[src/hdl/vjc_pkg.sv]
// Constants, types and payload helpers of the virtual scan controller.
// Assumes one target test port and a 250 MHz reference clock.
package vjc_pkg;
    localparam int REF_HZ     = 250_000_000;
    localparam int TCK_MAX_HZ = 10_000_000;
    // A least half period, so the division rounds up.
    localparam int HALF_CYC   = (REF_HZ + 2 * TCK_MAX_HZ - 1)
                                / (2 * TCK_MAX_HZ);
    localparam int DIV_W      = 4;
    localparam logic [DIV_W-1:0] HALF_LAST = DIV_W'(HALF_CYC - 1);

    localparam int IR_LEN  = 10;
    localparam int SCAN_W  = 64;
    localparam int LEN_W   = 7;
    localparam int ADDR_W  = 16;
    localparam int VAL_W   = 16;
    localparam int FW_W    = 5;
    localparam int HUB_VIR_W   = 4;
    localparam int RST_TMS_CYC = 5;

    localparam logic [IR_LEN-1:0] OP_VIR_PATH = 10'h00e;
    localparam logic [IR_LEN-1:0] OP_VDR_PATH = 10'h00c;
    localparam logic [ADDR_W-1:0] HUB_ADDR    = 16'h0000;
    localparam logic [FW_W-1:0]   HUB_VIR_FW  = FW_W'(HUB_VIR_W);

    // Test-mode-select prefixes from run-test/idle, sent first bit first.
    localparam logic [7:0] PRE_DR_PAT  = 8'h01;
    localparam logic [7:0] PRE_DR_N    = 8'h03;
    localparam logic [7:0] PRE_IR_PAT  = 8'h03;
    localparam logic [7:0] PRE_IR_N    = 8'h04;
    localparam logic [7:0] PRE_RST_PAT = 8'((1 << RST_TMS_CYC) - 1);
    localparam logic [7:0] PRE_RST_N   = 8'(RST_TMS_CYC + 1);
    localparam logic [7:0] RST_HI_N    = 8'(RST_TMS_CYC);
    localparam logic [7:0] POST_N      = 8'h02;

    typedef enum logic [1:0] {
        VJC_SCAN_RST,
        VJC_SCAN_IR,
        VJC_SCAN_DR
    } vjc_scan_t;

    typedef enum logic [1:0] {
        VJC_OP_VIR,
        VJC_OP_VIR_RB,
        VJC_OP_VDR,
        VJC_OP_RST
    } vjc_op_t;

    function automatic logic [SCAN_W-1:0] vjc_mask(input logic [FW_W-1:0] w);
        return ~({SCAN_W{1'b1}} << w);
    endfunction : vjc_mask

    function automatic logic [FW_W-1:0] vjc_field_w(input logic [FW_W-1:0] w);
        return (w < HUB_VIR_FW) ? HUB_VIR_FW : w;
    endfunction : vjc_field_w

    function automatic logic [SCAN_W-1:0] vjc_payload(
        input logic [ADDR_W-1:0] addr,
        input logic [VAL_W-1:0]  val,
        input logic [FW_W-1:0]   fw
    );
        logic [SCAN_W-1:0] a;
        logic [SCAN_W-1:0] v;
        a = {{(SCAN_W-ADDR_W){1'b0}}, addr};
        v = {{(SCAN_W-VAL_W){1'b0}}, val};
        return (a << fw) | (v & vjc_mask(fw));
    endfunction : vjc_payload
endpackage : vjc_pkg

[src/hdl/vjc_scan_if.sv]
// Scan request and result between the sequencer and the pin engine.
// Assumes both ends run on the reference clock.
`timescale 1ns/1ps
interface vjc_scan_if;
    import vjc_pkg::*;
    logic              req;
    vjc_scan_t         mode;
    logic [LEN_W-1:0]  len;
    logic [SCAN_W-1:0] data;
    logic              busy;
    logic              done;
    logic [SCAN_W-1:0] cap;
    modport ctrl (output req, mode, len, data, input busy, done, cap);
    modport eng  (input req, mode, len, data, output busy, done, cap);
endinterface : vjc_scan_if

[src/hdl/vjc_ctrl.sv]
// Top of the virtual scan controller: takes one command at a time and
// turns it into instruction and data scans on the test port pins.
// Assumes node addresses, capture values and the common field width and
// chain length come from the compiled design's report.
`timescale 1ns/1ps
module vjc_ctrl
    import vjc_pkg::*;
(
    input  wire logic              i_ref_clk,
    input  wire logic              i_rst_n,
    input  wire logic              i_cmd_valid,
    output logic                   o_cmd_ready,
    input  wire vjc_op_t           i_cmd_op,
    input  wire logic [ADDR_W-1:0] i_node_addr,
    input  wire logic [VAL_W-1:0]  i_vir_value,
    input  wire logic [VAL_W-1:0]  i_rb_cmd,
    input  wire logic [VAL_W-1:0]  i_ovr_cmd,
    input  wire logic [FW_W-1:0]   i_field_w,
    input  wire logic [LEN_W-1:0]  i_virtual_ir_path_instruction_len,
    input  wire logic [LEN_W-1:0]  i_dr_len,
    input  wire logic [SCAN_W-1:0] i_dr_data,
    output logic                   o_rsp_valid,
    output logic [SCAN_W-1:0]      o_rsp_data,
    output logic                   o_tck,
    output logic                   o_tms,
    output logic                   o_tdi,
    input  wire logic              i_tdo
);
    // The reset walk is first so that an all-zero reset starts one.
    typedef enum logic [2:0] {
        C_RST,
        C_IDLE,
        C_IR,
        C_DR1,
        C_DR2
    } vjc_cstate_t;

    typedef struct packed {
        vjc_cstate_t       state;
        logic              issued;
        logic              booted;
        vjc_op_t           op;
        logic [ADDR_W-1:0] addr;
        logic [VAL_W-1:0]  val;
        logic [VAL_W-1:0]  hub_cmd;
        logic [FW_W-1:0]   fw;
        logic [LEN_W-1:0]  ulen;
        logic [LEN_W-1:0]  dlen;
        logic [SCAN_W-1:0] ddat;
        logic [ADDR_W-1:0] act_addr;
        logic              act_ok;
        logic              rsp_valid;
        logic [SCAN_W-1:0] rsp_data;
    } vjc_ctrl_st_t;

    vjc_ctrl_st_t      st_reg;
    vjc_ctrl_st_t      st_next;
    logic              tdo_lvl;
    logic              scan_req;
    vjc_scan_t         scan_mode;
    logic [LEN_W-1:0]  scan_len;
    logic [SCAN_W-1:0] scan_data;

    vjc_scan_if sif ();

    vjc_pin_sync u_tdo_sync (
        .i_ref_clk (i_ref_clk),
        .i_rst_n   (i_rst_n),
        .i_pin     (i_tdo),
        .o_level   (tdo_lvl)
    );

    vjc_tap_engine u_eng (
        .i_ref_clk (i_ref_clk),
        .i_rst_n   (i_rst_n),
        .i_tdo     (tdo_lvl),
        .sif       (sif),
        .o_tck     (o_tck),
        .o_tms     (o_tms),
        .o_tdi     (o_tdi)
    );

    always_comb begin
        st_next = st_reg;
        st_next.rsp_valid = 1'b0;
        scan_mode = VJC_SCAN_RST;
        scan_len = '0;
        scan_data = '0;
        unique case (st_reg.state)
            C_RST: begin
                scan_mode = VJC_SCAN_RST;
            end
            C_IDLE: begin
                if (i_cmd_valid) begin
                    st_next.op = i_cmd_op;
                    st_next.addr = i_node_addr;
                    st_next.val = i_vir_value;
                    // A hub that may be on another node needs the override.
                    if (!st_reg.act_ok || st_reg.act_addr != i_node_addr) begin
                        st_next.hub_cmd = i_ovr_cmd;
                    end else begin
                        st_next.hub_cmd = i_rb_cmd;
                    end
                    st_next.fw = vjc_field_w(i_field_w);
                    st_next.ulen = i_virtual_ir_path_instruction_len;
                    st_next.dlen = i_dr_len;
                    st_next.ddat = i_dr_data;
                    if (i_cmd_op == VJC_OP_RST) begin
                        st_next.state = C_RST;
                    end else begin
                        st_next.state = C_IR;
                    end
                end
            end
            C_IR: begin
                scan_mode = VJC_SCAN_IR;
                scan_len = LEN_W'(IR_LEN);
                if (st_reg.op == VJC_OP_VDR) begin
                    scan_data[IR_LEN-1:0] = OP_VDR_PATH;
                end else begin
                    scan_data[IR_LEN-1:0] = OP_VIR_PATH;
                end
            end
            C_DR1: begin
                // The hub takes this scan as the address cycle.
                scan_mode = VJC_SCAN_DR;
                scan_len = st_reg.ulen;
                scan_data = vjc_payload(HUB_ADDR, st_reg.hub_cmd,
                                        st_reg.fw);
            end
            C_DR2: begin
                scan_mode = VJC_SCAN_DR;
                if (st_reg.op == VJC_OP_VDR) begin
                    scan_len = st_reg.dlen;
                    scan_data = st_reg.ddat;
                end else begin
                    scan_len = st_reg.ulen;
                    scan_data = vjc_payload(st_reg.addr, st_reg.val,
                                            st_reg.fw);
                end
            end
        endcase
        scan_req = st_reg.state != C_IDLE && !st_reg.issued && !sif.busy;
        if (scan_req) begin
            st_next.issued = 1'b1;
        end
        if (sif.done) begin
            st_next.issued = 1'b0;
            unique case (st_reg.state)
                C_RST: begin
                    // The hub's node selection is unknown after a reset.
                    st_next.state = C_IDLE;
                    st_next.rsp_valid = st_reg.booted;
                    st_next.booted = 1'b1;
                    st_next.act_ok = 1'b0;
                end
                C_IR: begin
                    if (st_reg.op == VJC_OP_VIR_RB) begin
                        st_next.state = C_DR1;
                    end else begin
                        st_next.state = C_DR2;
                    end
                end
                C_DR1: begin
                    st_next.state = C_DR2;
                end
                C_DR2: begin
                    st_next.state = C_IDLE;
                    st_next.rsp_valid = 1'b1;
                    if (st_reg.op == VJC_OP_VDR) begin
                        st_next.rsp_data = sif.cap;
                    end else begin
                        // Only the value field is returned; bits above it are cleared.
                        st_next.rsp_data = sif.cap & vjc_mask(st_reg.fw);
                        st_next.act_addr = st_reg.addr;
                        st_next.act_ok = 1'b1;
                    end
                end
                C_IDLE: begin
                    st_next.state = C_IDLE;
                end
            endcase
        end
    end

    always_ff @(posedge i_ref_clk or negedge i_rst_n) begin
        if (!i_rst_n) begin
            st_reg <= '0;
        end else begin
            st_reg <= st_next;
        end
    end

    assign sif.req     = scan_req;
    assign sif.mode    = scan_mode;
    assign sif.len     = scan_len;
    assign sif.data    = scan_data;
    assign o_cmd_ready = st_reg.state == C_IDLE;
    assign o_rsp_valid = st_reg.rsp_valid;
    assign o_rsp_data  = st_reg.rsp_data;
endmodule : vjc_ctrl

[src/hdl/vjc_pin_sync.sv]
// Three-stage synchroniser for the returning test data pin.
// Assumes the pin is asynchronous to the reference clock.
`timescale 1ns/1ps
module vjc_pin_sync (
    input  wire logic i_ref_clk,
    input  wire logic i_rst_n,
    input  wire logic i_pin,
    output logic      o_level
);
    typedef struct packed {
        logic [2:0] stage;
        logic       level;
    } vjc_sync_st_t;

    vjc_sync_st_t st_reg;
    vjc_sync_st_t st_next;

    always_comb begin
        st_next = st_reg;
        st_next.stage = {st_reg.stage[1:0], i_pin};
        // The first stage is never compared, only passed on.
        if (st_reg.stage[1] == st_reg.stage[2]) begin
            st_next.level = st_reg.stage[2];
        end
    end

    always_ff @(posedge i_ref_clk or negedge i_rst_n) begin
        if (!i_rst_n) begin
            st_reg <= '0;
        end else begin
            st_reg <= st_next;
        end
    end

    assign o_level = st_reg.level;
endmodule : vjc_pin_sync

[src/hdl/vjc_tap_engine.sv]
// Pin engine: divides the reference clock into the test clock and walks
// the test port from run-test/idle through one scan and back.
// Assumes the target samples on the rising and updates on the falling edge.
`timescale 1ns/1ps
module vjc_tap_engine
    import vjc_pkg::*;
(
    input  wire logic i_ref_clk,
    input  wire logic i_rst_n,
    input  wire logic i_tdo,
    vjc_scan_if.eng   sif,
    output logic      o_tck,
    output logic      o_tms,
    output logic      o_tdi
);
    typedef struct packed {
        logic              act;
        logic              tck;
        logic [DIV_W-1:0]  div;
        logic [7:0]        idx;
        logic [7:0]        pre_n;
        logic [7:0]        pre_pat;
        logic [LEN_W-1:0]  len;
        logic [SCAN_W-1:0] dat;
        logic [SCAN_W-1:0] cap;
        logic              tms;
        logic              tdi;
        logic              done;
    } vjc_eng_st_t;

    vjc_eng_st_t st_reg;
    vjc_eng_st_t st_next;

    // Returns {tms, tdi} for test clock cycle i of the scan.
    function automatic logic [1:0] bit_at(input vjc_eng_st_t s,
                                          input logic [7:0] i);
        logic [7:0] k;
        logic [7:0] n;
        k = i - s.pre_n;
        n = {1'b0, s.len};
        if (i < s.pre_n) begin
            return {s.pre_pat[i[2:0]], 1'b0};
        end
        if (k < n) begin
            return {k == n - 8'h01, s.dat[k[5:0]]};
        end
        return {k == n, 1'b0};
    endfunction : bit_at

    always_comb begin
        logic [7:0] k;
        logic [7:0] total;
        k = st_reg.idx - st_reg.pre_n;
        total = st_reg.pre_n + ((st_reg.len != '0)
                ? ({1'b0, st_reg.len} + POST_N) : 8'h00);
        st_next = st_reg;
        st_next.done = 1'b0;
        if (!st_reg.act) begin
            if (sif.req) begin
                st_next.len = sif.len;
                st_next.dat = sif.data;
                unique case (sif.mode)
                    VJC_SCAN_IR: begin
                        st_next.pre_n = PRE_IR_N;
                        st_next.pre_pat = PRE_IR_PAT;
                    end
                    VJC_SCAN_DR: begin
                        st_next.pre_n = PRE_DR_N;
                        st_next.pre_pat = PRE_DR_PAT;
                    end
                    default: begin
                        st_next.pre_n = PRE_RST_N;
                        st_next.pre_pat = PRE_RST_PAT;
                        st_next.len = '0;
                    end
                endcase
                st_next.act = 1'b1;
                st_next.idx = '0;
                st_next.div = '0;
                st_next.cap = '0;
                {st_next.tms, st_next.tdi} = bit_at(st_next, 8'h00);
            end
        end else if (st_reg.div == HALF_LAST) begin
            st_next.div = '0;
            st_next.tck = ~st_reg.tck;
            if (!st_reg.tck) begin
                if (st_reg.idx >= st_reg.pre_n && k < {1'b0, st_reg.len}) begin
                    st_next.cap[k[5:0]] = i_tdo;
                end
            end else if (st_reg.idx + 8'h01 == total) begin
                // Leave the port parked in run-test/idle with the clock low.
                st_next.act = 1'b0;
                st_next.done = 1'b1;
                st_next.tms = 1'b0;
                st_next.tdi = 1'b0;
            end else begin
                st_next.idx = st_reg.idx + 8'h01;
                {st_next.tms, st_next.tdi} = bit_at(st_reg, st_next.idx);
            end
        end else begin
            st_next.div = st_reg.div + 1'b1;
        end
    end

    always_ff @(posedge i_ref_clk or negedge i_rst_n) begin
        if (!i_rst_n) begin
            st_reg <= '0;
        end else begin
            st_reg <= st_next;
        end
    end

    assign sif.busy = st_reg.act;
    assign sif.done = st_reg.done;
    assign sif.cap  = st_reg.cap;
    assign o_tck    = st_reg.tck;
    assign o_tms    = st_reg.tms;
    assign o_tdi    = st_reg.tdi;
endmodule : vjc_tap_engine

[config.mk]
export PLATFORM = sky130hd
export DESIGN_NAME = vjc_ctrl
export DESIGN_NICKNAME = d
export VERILOG_FILES = /design/src/hdl/vjc_pkg.sv /design/src/hdl/vjc_scan_if.sv /design/src/hdl/vjc_ctrl.sv /design/src/hdl/vjc_pin_sync.sv /design/src/hdl/vjc_tap_engine.sv
export SDC_FILE = /design/constraint.sdc
export NUM_CORES = 1
export LEC_CHECK = 0
export BUFFER_PORTS_ARGS = -buffer_cell sky130_fd_sc_hd__buf_2
export CAP_MARGIN = 20
export CORE_MARGIN = 4
export CORE_UTILIZATION = 59
export DETAILED_ROUTE_END_ITERATION = 16
export GPL_TIMING_DRIVEN = 0
export PLACE_DENSITY = 0.85
export RECOVER_POWER = 50
export SYNTH_ARGS = -nofsm -noshare
export SYNTH_HDL_FRONTEND = slang
export SYNTH_SLANG_ARGS = --single-unit
[constraint.sdc]
create_clock -name i_ref_clk -period 4.81 [get_ports i_ref_clk]
set_input_delay 0.2405 -clock i_ref_clk [delete_from_list [all_inputs] [get_ports i_ref_clk]]
set_output_delay 0.2405 -clock i_ref_clk [all_outputs]
set_load 0.05 [all_outputs]
==> reports/results.ini <==
[place]
pre_cts_ws_ns=-0.214
gp_congestion=0.953
dp.cells=2679
dp_hpwl_um=46200
io_buffers=221

[synth]
synth_ff_type=dfrtp_1
async_flop_share=1.00
synth_warnings=0
netlist_top_cells_area=dfrtp_1 47%, mux2_2 7.7%, o21ai_0 5.3%
ys_seq_area_frac=0.471
synth_edf_count=0
synth_nets=2203
synth_cells=2006
netlist_top_cells_count=381 x dfrtp_1, 227 x nand2_1, 216 x o21ai_0
yosysUniqueCellTypes=85
syn_avg_cell_area_um2=10.1
synth_top_area_cell=dfrtp_1
netlist_area_mm2=0.0202
ys_seq_elements=381
synth_top_area_share=0.471
synth.most_common_cell=dfrtp_1

[hold_path]
hold_class=in -> reg

[grt]
overflow=0
antenna_found_initial=1
grt_usage=0.364
grt_pass1_wl_um=105000
grt_pass1_vias=18700
grt_max_degree=120

[sta]
slew_viol_final=255
fin_tns_setup_ns=0
rsz0062_at_grt=true
fin_worst_skew_ns=0.0146
setup_viol=0
period_share=0.972
finalHoldViolCount=0
timing.slew.headroom=-0.320
fin_crit_ns=4.67
setup_ws_ns=0.137
worst_pin_slew_ns=1.98
max_freq_ghz=0.214

[floorplanning]
die_w_um=193
fp.dieArea_mm2=0.0373
rows=67
boundaryPins=222
core_mm2=0.0337
initial_core_util=0.600
die_y_um=193

[layout]
area_growth_pct=21.2
final_layout_size_suffix_gt1_frac=0.195
fin_cells=2879
largest_reg_flops=155
finalNetCount=2596
fillCellCount=2263
seqCellArea_mm2=0.00953
multi_input_area_mm2=0.00952

[power_and_ir_drop]
p_switching_mw=1.48
power.share.combinational=0.036
p_leak_nw=11.3
pwr-share-clk=0.484
power_switching_share=0.221
powerDensity_mw_per_mm2=273
max-vdd-ir-drop_mv=0.343
power.total_mw=6.69
internal_power_mw=5.21
p_seq_frac=0.480

[clocking]
cts_tree=yes
clockBufferDepth=3
cts_buffers=40
insertion_delay_ns=0.56
cts_sinks=381
path_clk_slew_ns=0.07
htreeDepth=2
clockRootBuffer=clkbuf_16
post_cts_buffers=0

[route]
vias=18500
drt_iter0_markers=2341
ant_nets=0
routed_wirelength_um=68400
wire_per_inst_um=23.7
drt_first_pass_iters=6
drt_drc_violations_left=0
detail_route.vias_per_cell=6.43

[worst_setup_path]
cp.depth=17
rr_endpoint=u_eng.o_tms
r2r_start=st_reg[218]
endpoint=u_eng.o_tms
crit_type=reg -> reg
rr_worst_depth=17
cpMaxStageDelayCell=clkbuf_1
cpLargestDelayFamily=buffers and inverters
path_buf_inv=4
critPathLaunch=st_reg[218]
reg2reg_slack_ns=0.14
crit_fanout=10
cp-start-kind=flip-flop
crit_path_max_incr_delay_ns=0.50
end_kind=flip-flop
required_ns=5.28
cp_cell_sequence=clkbuf_1, and3b_1, clkbuf_1, clkbuf_2, nor2_1, inv_1, ha_1, nor2_2, nand2_1, ha_1, a21o_1, a211oi_1, o21a_1, o311ai_0, nor3b_1, o2111ai_1, o2111ai_1
worstPathArrival_ns=5.15

[run]
cap_viol_max_count=2

[run_status]
violations=max-capacitance violations, max-slew violations
status=complete, but fails checks

[area by class of cell]
class | count | area share
Inverter | 53 | 0.00812
Sequential cell | 381 | 0.389
Tap cell | 448 | 0.0229
Clock buffer | 57 | 0.0463
Timing Repair Buffer | 351 | 0.0950
Clock inverter | 16 | 0.00914
Buffer | 198 | 0.0412
Multi-Input combinational cell | 1374 | 0.388
Antenna cell | 1 | 0.000102
[worst register-to-register path, delay by kind of cell (launching register included)]
kind	cells	cell delay (ns)
buffers and inverters	4	1.41
AND/OR/NAND/NOR	5	1.13
flip-flops	1	0.35
AO/OA/AOI/OAI	6	1.05
adder cells (fa/ha/maj)	2	0.63
[power by group through the flow]
stage                     logic (mW)  registers [mW]  clock network (mW)
final                          0.241            3.21                3.24
after global routing           0.263            3.21                3.39
after detailed placement       0.158            3.27                   0
after CTS                      0.238            3.21                3.23
after global placement         0.145            3.27                   0
after floorplan               0.0142            3.27                   0
[layout by cell type, fill, tap and decap left out, drive strengths merged, types with 7 or more instances in the layout]
cell,count
a222oi,9
a221oi,12
xor2,12
a22oi,21
inv,53
ha,41
o21ai,220
dfrtp,381
nand2,227
o31ai,44
nor2,107
a211oi,11
a31oi,10
clkbuf,245
nor2b,12
a22o,49
a32oi,8
and2,9
o21a,9
o2111ai,16
nand3,52
xnor2,46
nor4,11
or3,9
dlygate4sd3,126
mux2i,40
buf,235
a32o,7
a21oi,89
clkinv,11
mux2,138
a21o,12
nand4,17
nor3,26
nand2b,10
and3,12
mux4,18
[routing by layer]
layer  GRT usage  share of wire  vias to the layer above
met5           0              0                        -
met4       0.182          0.058                        0
met3      0.0632          0.096                      294
met2       0.606           0.47                     1243
met1       0.463           0.37                     8962
li1            -              -                     8008
[timing repair]
| action | in CTS | in global routing |
|---|---|---|
| pin swaps | 0 | 0 |
| gates resized for setup | 2 | 3 |
| hold endpoints to repair | 169 | 0 |
| setup endpoints to repair | 4 | 65 |
| gates cloned | 0 | 0 |
| hold buffers | 126 | 0 |
[worst min-delay path by stage]
stage / slack, ns / cells past startpoint / to / from
6_report: 0.004 / 3 / st_reg[166] / i_rb_cmd[1]
5_1_grt: 0.02 / 3 / st_reg[166] / i_ovr_cmd[1]
4_1_cts: 0.0007 / 3 / st_reg[169] / i_rb_cmd[4]
3_5_place_dp: 0.14 / 1 / o_rsp_data[58] / i_rst_n
3_3_place_gp: 0.34 / 0 / u_tdo_sync.st_next[3] / u_tdo_sync.st_next[2]
2_1_floorplan: -0.06 / 0 / o_rsp_data[0] / i_rst_n
[kinds of logic after synthesis]
logic type      after synthesis  synth area share
fa+ha+maj                    45            0.0288
xor+xnor                     59            0.0270
buf+inv                     251            0.0597
mux                         196             0.117
compound gates              566             0.181
simple gates                508             0.115
flops                       381             0.471
[through the flow]
stage                     hold WS (ns)  cell area (um2)  utilization
after floorplan                -0.0551            20200            -
after global placement           0.339            21900        0.650
after detailed placement         0.139            22000        0.653
after CTS                     0.000681            24600        0.731
after global routing            0.0210            24500        0.727
final                          0.00431            24500        0.727
(Power assumes the default switching activity.)
